==> src/logic/emb_pkg.sv <==
// Purpose: shared constants and types for the external memory bus block
// Assumes: one 100 MHz clock, synchronous active-high reset
// Notes: bus configuration encoding is a local choice, codes listed below
package emb_pkg;
  // ==========================================================================
  // Widths
  localparam int unsigned EMB_ADDR_W = 18; // Full external address width
  localparam int unsigned EMB_DATA_W = 8; // Multiplexed byte width
  localparam int unsigned EMB_CODE_W = 15; // On-chip code range, address bits
  // ==========================================================================
  // Address field positions
  localparam int unsigned EMB_EIGHTEEN_POS = 17; // Eighteenth address bit
  localparam int unsigned EMB_SEVENTEEN_POS = 16; // Seventeenth address bit
  localparam int unsigned EMB_UP_HI = 15; // Upper address lines, top
  localparam int unsigned EMB_UP_LO = 8; // Upper address lines, bottom
  // ==========================================================================
  // Bus configuration codes {high,low}
  localparam logic [1:0] EMB_CFG_EXT18 = 2'h0; // 18-bit bus, strobe-only reads
  localparam logic [1:0] EMB_CFG_EXT17 = 2'h1; // 17-bit bus
  localparam logic [1:0] EMB_CFG_DRD = 2'h2; // 16-bit, separate data read strobe
  localparam logic [1:0] EMB_CFG_STD = 2'h3; // 16-bit, code strobe covers all
  // ==========================================================================
  // Timing counts
  localparam int unsigned EMB_ALE_NS = 10; // Address latch strobe least width
  localparam int unsigned EMB_CLK_NS = 10; // Clock period
  localparam int unsigned EMB_ALE_CYC = (EMB_ALE_NS + EMB_CLK_NS - 1) / EMB_CLK_NS;
  localparam int unsigned EMB_ADDR_CYC = 1; // Address hold after strobe
  localparam logic [7:0] EMB_PORT_FLOAT = 8'hFF; // Port written with ones
  // ==========================================================================
  // Bus cycle states, one-hot
  typedef enum logic [4:0] {
    EMB_IDLE = 5'h01,
    EMB_ALE = 5'h02,
    EMB_ADDR = 5'h04,
    EMB_DATA = 5'h08,
    EMB_DONE = 5'h10
  } emb_state_t;
  // Upper bits decide pin roles
  function automatic logic emb_eighteen_on(input logic [1:0] cfg);
    return cfg == EMB_CFG_EXT18;
  endfunction
  function automatic logic emb_seventeen_on(input logic [1:0] cfg);
    return (cfg == EMB_CFG_EXT18) || (cfg == EMB_CFG_EXT17);
  endfunction
endpackage

==> src/logic/emb_cfg_if.sv <==
// Purpose: carries strap and configuration between the bus modules
// Assumes: single clock domain
// Notes: produced by emb_strap, read by emb_bus
`timescale 1ns/100ps
`default_nettype none
interface emb_cfg_if;
  logic ext_only; // Sampled strap: all code external
  logic eighteen_en; // Eighteenth bit pin is address
  logic seventeen_en; // Seventeenth bit pin is address
  modport src(output ext_only, output eighteen_en, output seventeen_en);
  modport dst(input ext_only, input eighteen_en, input seventeen_en);
endinterface
`default_nettype wire

==> src/logic/emb_strap.sv <==
// Purpose: catches the code select strap at reset, decodes bus configuration
// Assumes: strap stable while srst is high
// Notes: value held until next reset
`timescale 1ns/100ps
`default_nettype none
module emb_strap
  import emb_pkg::*;
(
  input wire logic clk_sys,
  input wire logic srst,
  input wire logic ext_code_select_n,
  input wire logic bus_cfg_bit_low,
  input wire logic bus_cfg_bit_high,
  emb_cfg_if.src cfg
);
  // ==========================================================================
  // Strap capture
  logic ext_only_r; // Latched strap, high means all code external
  // Sample only during reset, ignore pin afterwards
  always_ff @(posedge clk_sys) begin
    if (srst) begin
      ext_only_r <= ~ext_code_select_n;
    end
  end
  assign cfg.ext_only = ext_only_r;
  // Pin roles from static configuration
  assign cfg.eighteen_en = emb_eighteen_on({bus_cfg_bit_high, bus_cfg_bit_low});
  assign cfg.seventeen_en = emb_seventeen_on({bus_cfg_bit_high, bus_cfg_bit_low});
endmodule
`default_nettype wire

==> src/logic/emb_bus.sv <==
// Purpose: external memory bus sequencer, address/data multiplexing
// Assumes: core requests are level held until done pulses
// Notes: open-drain port drive is modelled as out/enable pairs
//
// Behaviour
// Eighteenth address bit only in extended configs
// Seventeenth address bit only in extended configs
// Upper byte dedicated, low byte multiplexed
// Latch strobe opens every cycle, address valid
// Outside latch captures low address
// Low wait input stretches the cycle
// Unconnected wait reads inactive
// Strap low: every code fetch external
// Strap high: on-chip range internal
// Strap sampled in reset, held
// Codeless parts tie strap low
// Muxed port open drain, ones float
// Code strobe range set by configuration
// Shared pin: data read strobe or address
// Configuration bits are static inputs
`timescale 1ns/100ps
`default_nettype none
module emb_bus
  import emb_pkg::*;
#(
  parameter int unsigned CODE_W = EMB_CODE_W // On-chip code range bits
) (
  input wire logic clk_sys,
  input wire logic srst,
  input wire logic ext_code_select_n,
  input wire logic bus_cfg_bit_low,
  input wire logic bus_cfg_bit_high,
  input wire logic async_wait_n,
  input wire logic req_valid,
  input wire logic req_write,
  input wire logic req_code,
  input wire logic [EMB_ADDR_W-1:0] req_addr,
  input wire logic [EMB_DATA_W-1:0] req_wdata,
  input wire logic [EMB_DATA_W-1:0] muxed_addr_data_in,
  output logic [EMB_DATA_W-1:0] muxed_addr_data_out,
  output logic [EMB_DATA_W-1:0] muxed_addr_data_oe_n,
  output logic [EMB_UP_HI-EMB_UP_LO:0] upper_addr_lines,
  output logic ext_addr_bit_eighteen,
  output logic ext_addr_bit_seventeen,
  output logic addr_latch_strobe,
  output logic code_read_strobe_n,
  output logic data_read_strobe_n,
  output logic write_strobe_n,
  output logic req_done,
  output logic req_internal,
  output logic [EMB_DATA_W-1:0] req_rdata
);
  // ==========================================================================
  // Elaboration checks
  // Range must fit below the extended address bits
  if (CODE_W < 1 || CODE_W > EMB_UP_HI + 1) begin : g_chk
    $error("CODE_W out of range");
  end
  // ==========================================================================
  // Configuration and strap
  emb_cfg_if cfg_if ();
  emb_strap u_strap (
    .clk_sys(clk_sys),
    .srst(srst),
    .ext_code_select_n(ext_code_select_n),
    .bus_cfg_bit_low(bus_cfg_bit_low),
    .bus_cfg_bit_high(bus_cfg_bit_high),
    .cfg(cfg_if.src)
  );
  logic [1:0] cfg_code; // Static bus configuration
  assign cfg_code = {bus_cfg_bit_high, bus_cfg_bit_low};
  // ==========================================================================
  // Request classification
  logic on_chip; // Code fetch served by on-chip memory
  // Strap high and address inside range keeps fetch internal
  assign on_chip = req_code && !cfg_if.ext_only
    && (req_addr[EMB_ADDR_W-1:CODE_W] == '0);
  logic use_code_strobe; // Read uses code strobe, not data strobe
  // Only the split-strobe configuration keeps data reads off the code strobe
  assign use_code_strobe = req_code || (cfg_code != EMB_CFG_DRD);
  // ==========================================================================
  // Sequencer state
  emb_state_t state_r, state_nxt;
  logic wait_hold; // Wait input low stretches data phase
  // Pull-up modelled outside; a high input never stretches
  // Limitation: wait is taken as synchronous; a raw pin needs two flops ahead
  assign wait_hold = !async_wait_n;
  // Next state
  always_comb begin
    state_nxt = state_r;
    unique case (state_r)
      EMB_IDLE: begin
        // External cycle opens with the latch strobe
        if (req_valid && !on_chip) begin
          state_nxt = EMB_ALE;
        end else if (req_valid) begin
          // On-chip fetch answers at once, the bus stays quiet
          state_nxt = EMB_DONE;
        end
      end
      EMB_ALE: begin
        state_nxt = EMB_ADDR;
      end
      EMB_ADDR: begin
        state_nxt = EMB_DATA;
      end
      EMB_DATA: begin
        // Held here while the wait input is low
        if (!wait_hold) begin
          state_nxt = EMB_DONE;
        end
      end
      EMB_DONE: begin
        state_nxt = EMB_IDLE;
      end
      default: begin
        // Illegal one-hot code falls back to idle
        state_nxt = EMB_IDLE;
      end
    endcase
  end
  // State register
  always_ff @(posedge clk_sys) begin
    if (srst) begin
      state_r <= EMB_IDLE;
    end else begin
      state_r <= state_nxt;
    end
  end
  // ==========================================================================
  // Captured request
  logic [EMB_ADDR_W-1:0] addr_r; // Address of cycle in flight
  logic write_r; // Cycle is a write
  logic code_strobe_r; // Read uses code strobe
  logic [EMB_DATA_W-1:0] wdata_r; // Write byte
  // Capture when leaving idle
  // Later changes on the request lines never reach the pins
  always_ff @(posedge clk_sys) begin
    if (srst) begin
      addr_r <= '0;
      write_r <= 1'b0;
      code_strobe_r <= 1'b0;
      wdata_r <= '0;
    end else if (state_r == EMB_IDLE && req_valid) begin
      addr_r <= req_addr;
      write_r <= req_write;
      code_strobe_r <= use_code_strobe;
      wdata_r <= req_wdata;
    end
  end
  // ==========================================================================
  // Address pins: upper byte and extended bits land with the latch strobe
  always_ff @(posedge clk_sys) begin
    if (srst) begin
      upper_addr_lines <= '0;
      ext_addr_bit_eighteen <= 1'b0;
      ext_addr_bit_seventeen <= 1'b0;
    end else begin
      if (state_nxt == EMB_ALE) begin
        upper_addr_lines <= req_addr[EMB_UP_HI:EMB_UP_LO];
        ext_addr_bit_eighteen <= req_addr[EMB_EIGHTEEN_POS];
        ext_addr_bit_seventeen <= req_addr[EMB_SEVENTEEN_POS];
      end
      // Disabled bits drop at once, so a configuration change leaves no stale level
      if (!cfg_if.eighteen_en) begin
        ext_addr_bit_eighteen <= 1'b0;
      end
      if (!cfg_if.seventeen_en) begin
        ext_addr_bit_seventeen <= 1'b0;
      end
    end
  end
  // ==========================================================================
  // Latch strobe, high for the first address-phase cycle only
  always_ff @(posedge clk_sys) begin
    if (srst) begin
      addr_latch_strobe <= 1'b0;
    end else begin
      addr_latch_strobe <= (state_nxt == EMB_ALE);
    end
  end
  // ==========================================================================
  // Multiplexed port, open drain: ones float, zeros pull low
  logic [EMB_DATA_W-1:0] port_val; // Value written to the port
  always_comb begin
    port_val = EMB_PORT_FLOAT;
    if (state_nxt == EMB_ALE) begin
      // Low address under the strobe
      port_val = req_addr[EMB_DATA_W-1:0];
    end else if (state_nxt == EMB_ADDR) begin
      // Held one more cycle so the outside latch closes safely
      port_val = addr_r[EMB_DATA_W-1:0];
    end else if (state_nxt == EMB_DATA && write_r) begin
      // Write byte; reads leave the port floating for the memory
      port_val = wdata_r;
    end
  end
  // Enable register drives the pins; the data register stays zero
  always_ff @(posedge clk_sys) begin
    if (srst) begin
      muxed_addr_data_out <= '0;
      muxed_addr_data_oe_n <= EMB_PORT_FLOAT;
    end else begin
      muxed_addr_data_out <= '0; // Only ever drives low
      muxed_addr_data_oe_n <= port_val;
    end
  end
  // ==========================================================================
  // Read and write strobes
  always_ff @(posedge clk_sys) begin
    if (srst) begin
      code_read_strobe_n <= 1'b1;
      data_read_strobe_n <= 1'b1;
      write_strobe_n <= 1'b1;
    end else begin
      // Code strobe covers every read the data strobe does not
      code_read_strobe_n <= !(state_nxt == EMB_DATA && !write_r && code_strobe_r);
      // Shared pin is a strobe only when not an address bit
      data_read_strobe_n <= !(state_nxt == EMB_DATA && !write_r && !code_strobe_r
        && !cfg_if.seventeen_en);
      // Write strobe stands for the whole data phase
      write_strobe_n <= !(state_nxt == EMB_DATA && write_r);
    end
  end
  // ==========================================================================
  // Completion and read data
  always_ff @(posedge clk_sys) begin
    if (srst) begin
      req_done <= 1'b0;
      req_internal <= 1'b0;
      req_rdata <= '0;
    end else begin
      req_done <= (state_nxt == EMB_DONE);
      // On-chip flag kept until the next request
      if (state_r == EMB_IDLE && req_valid) begin
        req_internal <= on_chip;
      end
      // Read byte taken on the edge that closes the data phase
      if (state_r == EMB_DATA && !wait_hold && !write_r) begin
        req_rdata <= muxed_addr_data_in;
      end
    end
  end
endmodule
`default_nettype wire

==> config.mk <==
export PLATFORM = sky130hd
export DESIGN_NAME = emb_bus
export DESIGN_NICKNAME = d
export VERILOG_FILES = /design/src/logic/emb_pkg.sv /design/src/logic/emb_cfg_if.sv /design/src/logic/emb_strap.sv /design/src/logic/emb_bus.sv
export SDC_FILE = /design/constraint.sdc
export NUM_CORES = 1
export LEC_CHECK = 0
export BUFFER_PORTS_ARGS = -buffer_cell sky130_fd_sc_hd__buf_2
export CAP_MARGIN = 20
export CELL_PAD_IN_SITES_DETAIL_PLACEMENT = 0
export CELL_PAD_IN_SITES_GLOBAL_PLACEMENT = 1
export CORE_AREA = 2 2 87 89
export DETAILED_ROUTE_END_ITERATION = 8
export DIE_AREA = 0 0 89 91
export GPL_TIMING_DRIVEN = 0
export PLACE_DENSITY = 0.73
export SLEW_MARGIN = 30
export SYNTH_ARGS = -nofsm -noshare
export SYNTH_HDL_FRONTEND = slang
export SYNTH_HIERARCHICAL = 1
export SYNTH_SLANG_ARGS = --single-unit
==> constraint.sdc <==
create_clock -name clk_sys -period 1.5 [get_ports clk_sys]
set_input_delay 0.225 -clock clk_sys [delete_from_list [all_inputs] [get_ports clk_sys]]
set_output_delay 0.225 -clock clk_sys [all_outputs]
set_load 0.01 [all_outputs]
==> results of run 1 <==
sequential cells by signal, summed over array words and instances, names as in the netlist, 5 cells and up:
| register | cells |
|---|---|
| state_r | 5 |
| upper_addr_lines | 8 |
| addr_r | 8 |
| muxed_addr_data_oe_n | 8 |
| wdata_r | 8 |
| req_rdata | 8 |
per-stage QoR:
stage / cells / utilization, % / hold WS [ns]
2_1_floorplan: 257 / - / 0.325
3_3_place_gp: 430 / 38.1 / 0.436
3_5_place_dp: 430 / 38.1 / 0.438
4_1_cts: 446 / 42.9 / 0.116
5_1_grt: 456 / 47.2 / 0.119
6_report: 456 / 47.2 / 0.121
worst max-delay path, stage by stage, from the launching register on:
cell     delay (ns)
dfxtp_4        0.37
or3b_4         0.38
a211o_4        0.41
buf_6          0.14
o22ai_2        0.09
o21ai_1        0.09
cell usage after synthesis (all sizes together):
library cell / number
a211o: 1
a211oi: 1
a21o: 1
a21oi: 30
a311oi: 1
a31oi: 8
and2: 3
buf: 15
clkbuf: 10
conb: 1
dfxtp: 55
edfxtp: 1
inv: 4
mux2i: 8
nand2: 40
nand2b: 4
nand3: 8
nand3b: 1
nor2: 15
nor2b: 1
nor3: 2
nor4: 1
nor4b: 1
o211ai: 1
o21ai: 19
o22ai: 8
o31ai: 1
or2: 1
or3: 2
or3b: 1
or4: 2
or4b: 2
xor2: 1
power by group through the flow:
stage	Sequential (mW)	Clock [mW]	Combinational, mW
2_1_floorplan	1.69	0	0.285
3_5_place_dp	1.67	0	0.499
3_3_place_gp	1.67	0	0.496
4_1_cts	1.64	1.28	0.568
6_report	1.64	1.25	0.756
5_1_grt	1.65	1.33	0.819
final timing paths:
check                                             from                            endpoint  depth (start not counted)
worst max register to register   state_r[3]$_SDFF_PP0_  muxed_addr_data_oe_n[2]$_SDFF_PP1_                          5
worst min-delay path                         req_valid               state_r[0]$_SDFF_PP1_                          2
worst max-delay path             state_r[3]$_SDFF_PP0_  muxed_addr_data_oe_n[2]$_SDFF_PP1_                          5
worst min register to register  addr_r[6]$_SDFFE_PP0P_              addr_r[6]$_SDFFE_PP0P_                          2
cell families after synthesis:
group                  after synthesis
other                                1
multiplexers                         8
flip-flops                          56
AO/OA/AOI/OAI                       71
AND/OR/NAND/NOR                     84
buffers and inverters               29
XOR/XNOR                             1
per-layer routing:
metal,GRT usage [%],up-vias
met3,3.36,2
met4,2.99,0
met1,18.9,979
met5,0,-
met2,24.4,75
li1,-,1063
what timing repair did:
action,4_1_cts,5_1_grt
setup endpoints to repair,52,53
pin swaps,13,38
resized for setup,35,65
hold buffers,0,0
buffers inserted,8,7
gates cloned,1,4
area by class of cell:
| type | instances | area, um2 |
|---|---|---|
| inverters | 4 | 15.0 |
| fillers | 741 | 3770 |
| repair buffers | 93 | 583 |
| plain buffers | 23 | 188 |
| clock buffers | 6 | 93.8 |
| clock inverters | 2 | 60.1 |
| flip-flops and latches | 56 | 1140 |
| well taps | 99 | 124 |
| multi-input cells | 173 | 1160 |
==> impl_metrics.json, run 1 <==
{
  "run_status": "finished with violations",
  "violations": "setup timing",
  "setup.reg_to_reg.worst_slack_ns": -0.09,
  "first_pass_iters": 4,
  "start_util_pct": 30.6,
  "crit_arrival_ns": 1.78,
  "drc_errors": 0,
  "worstPathRequired_ns": 1.69,
  "dieHeight_um": 91,
  "worstMarginPinSlew_ns": 0.587,
  "worst_slack_ns": -0.0910,
  "place_ws_ns": -0.400,
  "p_int_mw": 2.72,
  "synth_top_area_share_pct": 50.4,
  "crit_path_max_fanout": 8,
  "die_w_um": 89,
  "wire_per_inst_um": 13.7,
  "wl_um": 6260,
  "ant_nets": 0,
  "drt_iter0_drc": 92,
  "io_buffers": 74,
  "criticalPathCategory": "flop to flop",
  "drive_gt1_share_pct": 47.6,
  "avgSynthCellArea_um2": 8.73,
  "grt.total_usage_pct": 14.5,
  "yosysTopAreaCell": "dfxtp_1",
  "synth_simple_gate_area_share_pct": 18.8,
  "final_common_cell": "buf_2",
  "grt_pass1_wl_um": 9180,
  "grt_max_degree": 18,
  "met2WireLength_um": 3090,
  "core-area_mm2": 0.00714,
  "maxSlewHeadroom_pct": 60.9,
  "synth_mux_area_share_pct": 3.67,
  "synth_top_family_by_area": "simple AND/OR/NAND/NOR gates",
  "syn_to_final_growth_pct": 54.4,
  "pwr-share-comb_pct": 20.8,
  "max_freq_mhz": 629,
  "root_buffer": "clkbuf_8",
  "worst_setup_path_end_kind": "flop",
  "yosysWarnings": 6,
  "final_cell_area_mm2": 0.00337,
  "start_kind": "flop",
  "finalPower_mw": 3.64,
  "syn_area_mm2": 0.00218,
  "vdd_drop_max_uv": 495,
  "grt.overflow.total": 0,
  "cts.clk_slew.worst_paths_ns": 0.10,
  "fin_crit_ns": 1.59,
  "synth_adder_area_share_pct": 0,
  "synth_xor_area_share_pct": 0.401,
  "synth_cell_type_count": 38,
  "clock_latency_ns": 0.31,
  "synth-seq-area-share_pct": 51.8,
  "fin_crit_sh_pct": 106,
  "skew_ns": 0.00922,
  "seqPwrFrac_pct": 45.0,
  "cts-buffers-inserted": 5,
  "hold_path_class": "input pin to flop",
  "clock-sinks": 56,
  "netlist_instances": 250,
  "ios": 83,
  "h-tree-depth": 2,
  "sw_frac_of_total_pct": 25.5,
  "synth_compound_area_share_pct": 18.0,
  "vias_per_cell": 4.65,
  "mostFrequentLayoutCells": "75 x buf_2, 51 x dfxtp_1, 28 x nand2_1",
  "rsz0062_at_grt": "true",
  "p_sw_mw": 0.929,
  "pwr_density_cell_mw_per_mm2": 1080,
  "hpwl_um": 4050,
  "ys_ff_latch": 56,
  "drv_cap": 0,
  "dieArea_mm2": 0.00810,
  "synthTopCellsByArea": "dfxtp_1 50%, a21oi_1 6.9%, nand2_1 6.9%",
  "antenna_found_initial": 0,
  "cellLeakagePower_nw": 1.46,
  "final_hold_viol_count": 0,
  "clkPwrFrac_pct": 34.2,
  "clk_path_buf_depth": 2,
  "setup_tns_ns": -1.58,
  "vias": 2119,
  "globalplace.congestion": 0.781,
  "place_area_mm2": 0.00272,
  "report.final.slew_viol_count": 0,
  "cts_tree": "done",
  "first_global_vias": 1919,
  "setup_viol": 42,
  "drt-met1-wl_um": 2770,
  "wl_met3_um": 367,
  "insertedDiodeCount": 0,
  "final_nets": 399,
  "routed.top_layer": "met4",
  "rows": 31
}
No activity file was read; power rests on OpenSTA's default activity.
==> run 2, diff against run 1 <==
- CORE_AREA: 2 2 87 89 -> 2 2 80 82
- DIE_AREA: 0 0 89 91 -> 0 0 82 84
- GPL_ROUTABILITY_DRIVEN: unset -> 0
- PLACE_DENSITY: 0.73 -> 0.82
- SETUP_SLACK_MARGIN: unset -> 0.05
- clock period: 1.5 -> 2 ns (I/O delays scaled with it)
==> run 2 against run 1 <==
Net effect:
- the flow now finishes without violations
- hold slack gained 0.069 ns
- flip-flop and latch count is the same
- wire length shrank 13%
- clock skew grew 0.0027 ns
- clock power shrank 40%
- combinational power shrank 51%
- clock-buffer cell count shrank 1
- via count shrank 4.8%
- first-iteration DRC count shrank 26%
- critical path type unchanged
- critical endpoint is now muxed_addr_data_oe_n[7]$_SDFF_PP1_
- highest routed layer unchanged
==> impl_metrics.json, run 2 (synthesis results as in run 1) <==
{
  "start_kind": "flop",
  "wire_per_inst_um": 13.2,
  "setup_viol": 0,
  "drv_cap": 0,
  "r2r-start": "u_strap/cfg.ext_only$_DFFE_PP_",
  "setup.reg_to_reg.worst_slack_ns": 0.15,
  "skew_ns": 0.0120,
  "ant_nets": 0,
  "root_buffer": "clkbuf_8",
  "whs_path_depth": 2,
  "worstMarginPinSlew_ns": 0.512,
  "clk_path_buf_depth": 2,
  "io_buffers": 74,
  "worstHoldStart": "req_valid",
  "report.final.slew_viol_count": 0,
  "worst_setup_path_end_kind": "flop",
  "final_nets": 381,
  "fin_crit_sh_pct": 92.3,
  "max_stage_delay_ns": 0.41,
  "timing.rr.end": "muxed_addr_data_oe_n[7]$_SDFF_PP1_",
  "die_w_um": 82,
  "antenna_found_initial": 0,
  "grt_pass1_wl_um": 8510,
  "crit_chain": "nand2b_1 > or4_1 > clkbuf_1 > buf_2 > a31oi_1 > o21ai_0",
  "vdd_drop_max_uv": 335,
  "rr_worst_depth": 6,
  "dieArea_mm2": 0.00689,
  "cts.clk_slew.worst_paths_ns": 0.09,
  "grt.total_usage_pct": 15.9,
  "drive_gt1_share_pct": 30.1,
  "grt.overflow.total": 0,
  "holdPathEnd": "state_r[0]$_SDFF_PP1_",
  "setup_tns_ns": 0,
  "maxSlewHeadroom_pct": 65.8,
  "first_pass_iters": 4,
  "first_global_vias": 1822,
  "ios": 83,
  "dieHeight_um": 84,
  "rsz0062_at_grt": "true",
  "ctsHoldBuffers": 0,
  "wl_um": 5470,
  "drt_iter0_drc": 68,
  "drc_errors": 0,
  "criticalPathCategory": "flop to flop",
  "start_util_pct": 35.8,
  "h-tree-depth": 2,
  "fin_hold_ws_ns": 0.189,
  "cp_top_family": "simple AND/OR/NAND/NOR gates",
  "vias_per_cell": 4.85,
  "syn_to_final_growth_pct": 28.4,
  "grt_max_degree": 19,
  "final_hold_viol_count": 0,
  "crit_path_top_delay_cell": "or4_1",
  "vias": 2018,
  "max_freq_mhz": 542,
  "hpwl_um": 3960,
  "crit_arrival_ns": 2.03,
  "crit_path_max_fanout": 10,
  "hold_path_class": "input pin to flop",
  "fillers": 650,
  "clock-sinks": 56,
  "fin_cells": 416,
  "mostFrequentLayoutCells": "76 x buf_2, 55 x dfxtp_1, 40 x nand2_1",
  "insertedDiodeCount": 0,
  "cts-buffers-inserted": 5,
  "fin_crit_ns": 1.85,
  "worstPathRequired_ns": 2.18,
  "core-area_mm2": 0.00610,
  "clock_latency_ns": 0.31,
  "pwr_density_cell_mw_per_mm2": 840,
  "rows": 29,
  "placed_cells": 408,
  "cts_tree": "done",
  "final_common_cell": "buf_2",
  "run_status": "completed",
  "critPathBufInv": 2,
  "cellLeakagePower_nw": 1.19
}
[run 2: cell count changes in the layout (fill, tap and decap cells not counted), sizes merged]
cell / delta
bufinv: -1
clkbuf: -1
clkinvlp: +1
nor2: -1
inv: +1
buf: -17
[run 2: per-stage QoR]
stage | power [mW] | worst slack (ns) | instance area [um2] | utilization (%)
after floorplan | 1.48 | 0.459 | 2210 | -
after global placement | 1.62 | 0.128 | 2680 | 43.9
after detailed placement | 1.63 | 0.156 | 2680 | 43.9
after CTS | 2.38 | 0.144 | 2790 | 45.8
after global routing | 2.47 | 0.0334 | 2800 | 46.0
final | 2.35 | 0.155 | 2800 | 46.0
[run 2: worst max path at each step]
stage | startpoint | end | slack, ns | cells after the start
after detailed placement | state_r[3]$_SDFF_PP0_ | muxed_addr_data_oe_n[1]$_SDFF_PP1_ | 0.16 | 6
after CTS | state_r[3]$_SDFF_PP0_ | muxed_addr_data_oe_n[7]$_SDFF_PP1_ | 0.14 | 6
final | u_strap/cfg.ext_only$_DFFE_PP_ | muxed_addr_data_oe_n[7]$_SDFF_PP1_ | 0.15 | 6
after global placement | state_r[3]$_SDFF_PP0_ | muxed_addr_data_oe_n[7]$_SDFF_PP1_ | 0.13 | 6
after global routing | u_strap/cfg.ext_only$_DFFE_PP_ | muxed_addr_data_oe_n[5]$_SDFF_PP1_ | 0.03 | 6
after floorplan | state_r[3]$_SDFF_PP0_ | data_read_strobe_n$_SDFF_PP1_ | 0.46 | 4
[run 2: per-layer routing]
metal  track usage [%]  vias up  wire length (um)
li1                  -     1020                 -
met1              20.2      929              2410
met2              26.2       64              2630
met3              4.55        5               386
met4              3.64        0                47
met5                 0        -                 0
[run 2: final cells by class]
class	instances	area [um2]	share of cell area, %
clock buffers	5	68.8	2.45
well taps	77	96.3	3.44
inverters	4	15.0	0.535
repair buffers	74	370	13.2
multi-input cells	172	933	33.3
flip-flops and latches	56	1130	40.3
plain buffers	25	143	5.09
clock inverters	3	46.3	1.65
[run 2: power by group]
part / total (mW) / switching, mW / internal [mW]
Clock: 0.752 / 0.374 / 0.378
Combinational: 0.372 / 0.218 / 0.154
Sequential: 1.23 / 0.0377 / 1.19
[run 2: repair_timing]
item | 4_1_cts | 5_1_grt
gates resized for setup | 0 | 4
setup endpoints to repair | 0 | 20
setup buffers | 0 | 0
==> run 3, diff against run 2 <==
- SYNTH_HIERARCHICAL: 1 -> unset
==> run 3 against run 2 <==
Net effect:
- flip-flop and latch count stayed put
- clock power down 15%
- largest cell class unchanged
- highest routed layer unchanged
- non-clock buffer count up 1
==> impl_metrics.json, run 3 <==
{
  "cts_setup_buffers": 0,
  "max_stage_delay_ns": 0.43,
  "cp.depth": 5,
  "setup_tns_ns": 0,
  "die_w_um": 82,
  "ys_top_cells_by_count": "55 x dfxtp_1, 41 x nand2_1, 29 x a21oi_1",
  "wire_per_inst_um": 13.5,
  "placed_cells": 405,
  "postLayoutCoreUtil_pct": 45.8,
  "netlist_instances": 247,
  "hpwl_um": 4020,
  "crit_path_top_delay_cell": "dfxtp_1",
  "worstMarginPinSlew_ns": 0.569,
  "ys_ff_latch": 56,
  "ctsHoldBuffers": 0,
  "critPathLaunch": "state_r[0]$_SDFF_PP1_",
  "run_status": "completed",
  "rsz0062_at_grt": "false",
  "worstPathRequired_ns": 2.17,
  "final_nets": 378,
  "p_int_mw": 1.62,
  "cts-buffers-inserted": 5,
  "crit_path_max_fanout": 10,
  "drv_cap": 0,
  "antenna_found_initial": 0,
  "synth_edf_count": 1,
  "synth_top_area_share_pct": 49.9,
  "first_global_vias": 1845,
  "clock_latency_ns": 0.31,
  "grt_pass1_wl_um": 8650,
  "dieArea_mm2": 0.00689,
  "root_buffer": "clkbuf_8",
  "fin_crit_ns": 1.74,
  "pwr_density_cell_mw_per_mm2": 792,
  "yosysWarnings": 0,
  "ys_async_sr_fraction_pct": 0,
  "critPathBufInv": 1,
  "cp_top_family": "simple AND/OR/NAND/NOR gates",
  "vias": 1981,
  "dieHeight_um": 84,
  "fin_cells": 413,
  "p_sw_mw": 0.593,
  "ant_nets": 0,
  "setup.reg_to_reg.worst_slack_ns": 0.26,
  "rows": 29,
  "finalPower_mw": 2.21,
  "crit_chain": "nor2b_4 > nand4b_1 > buf_2 > nor2_2 > o21ai_0",
  "fin_hold_ws_ns": 0.183,
  "start_util_pct": 36.2,
  "grt.overflow.total": 0,
  "vias_per_cell": 4.80,
  "syn_to_final_growth_pct": 26.5,
  "maxSlewHeadroom_pct": 62.1,
  "clk_path_buf_depth": 2,
  "first_pass_iters": 4,
  "whs_path_depth": 2,
  "yosysTopAreaCell": "dfxtp_1",
  "core-area_mm2": 0.00610,
  "drc_errors": 0,
  "ios": 83,
  "sw_frac_of_total_pct": 26.8,
  "synth_cell_type_count": 38,
  "crit_end": "muxed_addr_data_oe_n[0]$_SDFF_PP1_",
  "pwr-share-comb_pct": 16.1,
  "synthMostInstantiatedCell": "dfxtp_1",
  "rr_worst_depth": 5,
  "hold_path_class": "input pin to flop",
  "setup_viol": 0,
  "skew_ns": 0.00894,
  "crit_arrival_ns": 1.91,
  "report.final.slew_viol_count": 0,
  "synth-seq-area-share_pct": 51.2,
  "vdd_drop_max_uv": 312,
  "final_hold_viol_count": 0,
  "io_buffers": 74,
  "wl_um": 5560,
  "criticalPathCategory": "flop to flop",
  "cellLeakagePower_nw": 1.18,
  "clock-sinks": 56,
  "fin_crit_sh_pct": 87.1,
  "seqPwrFrac_pct": 55.1,
  "insertedDiodeCount": 0,
  "clkPwrFrac_pct": 28.8,
  "grt.total_usage_pct": 16.2,
  "drive_gt1_share_pct": 31.3,
  "cts_tree": "done",
  "drt_iter0_drc": 100,
  "avgSynthCellArea_um2": 8.94,
  "synthTopCellsByArea": "dfxtp_1 50%, nand2_1 7.0%, a21oi_1 6.6%",
  "max_freq_mhz": 574,
  "final_common_cell": "buf_2",
  "h-tree-depth": 2,
  "timing.rr.end": "muxed_addr_data_oe_n[0]$_SDFF_PP1_",
  "mostFrequentLayoutCells": "79 x buf_2, 55 x dfxtp_1, 41 x nand2_1",
  "r2r-start": "state_r[0]$_SDFF_PP1_",
  "grt_max_degree": 17,
  "synth_flop_cell": "dfxtp_1",
  "syn_area_mm2": 0.00221,
  "cts.clk_slew.worst_paths_ns": 0.09,
  "worst_setup_path_end_kind": "flop",
  "cts-resized-gates": 0,
  "start_kind": "flop"
}
==> run 3: cell types whose count changed after synthesis, sizes merged, moves of 2 or more <==
| cell | previous run | this run |
|---|---|---|
| o32ai | 0 | 8 |
| nor2b | 1 | 3 |
| and4b | 0 | 2 |
| or3 | 2 | 0 |
| nor3 | 2 | 5 |
| buf | 15 | 18 |
| o22ai | 8 | 0 |
| nand2b | 4 | 1 |
| or4b | 2 | 0 |
| and2 | 3 | 0 |
| clkbuf | 10 | 8 |
==> run 3: final cells by class <==
type,instances,area (um2)
fillers,651,3300
flip-flops and latches,56,1130
multi-input cells,169,935
repair buffers,74,370
plain buffers,26,156
well taps,77,96.3
clock buffers,7,86.3
inverters,3,11.3
clock inverters,1,6.26
==> run 3: metrics by stage <==
step / worst slack (ns) / area (um2)
after CTS: 0.285 / 2790
after detailed placement: 0.258 / 2700
after global placement: 0.282 / 2700
after floorplan: 0.523 / 2230
after global routing: 0.146 / 2790
final: 0.258 / 2790
==> run 3: power by group through the flow <==
stage	Combinational, mW	Sequential [mW]	Clock [mW]
floorplan	0.206	1.25	0
global placement	0.356	1.24	0
detailed placement	0.358	1.24	0
CTS	0.359	1.22	0.655
global route	0.397	1.23	0.691
finish	0.357	1.22	0.636
==> run 3: cell families after synthesis <==
family / Yosys count / share of synthesized area, %
simple gates: 82 / 17.9
compound gates: 71 / 19.5
buf+inv: 29 / 7.60
mux: 8 / 3.63
other cells: 1 / 0.170
flops: 56 / 51.2
==> run 3: worst min path at each step <==
stage                                     from                                  to  slack, ns
detailed placement  code_strobe_r$_SDFFE_PP0P_       code_read_strobe_n$_SDFF_PP1_       0.41
global route                   bus_cfg_bit_low  ext_addr_bit_eighteen$_SDFFE_PP0P_       0.19
floorplan                     bus_cfg_bit_high  ext_addr_bit_eighteen$_SDFFE_PP0P_       0.38
global placement    code_strobe_r$_SDFFE_PP0P_       code_read_strobe_n$_SDFF_PP1_       0.41
CTS                            bus_cfg_bit_low  ext_addr_bit_eighteen$_SDFFE_PP0P_       0.18
finish                         bus_cfg_bit_low  ext_addr_bit_eighteen$_SDFFE_PP0P_       0.18
==> run 3: metal layers <==
metal	global-route usage [%]	routed length, um	up-vias
met1	22.0	2510	882
met2	26.0	2620	68
li1	-	-	1027
met5	0	0	-
met3	3.79	390	4
met4	3.64	40	0
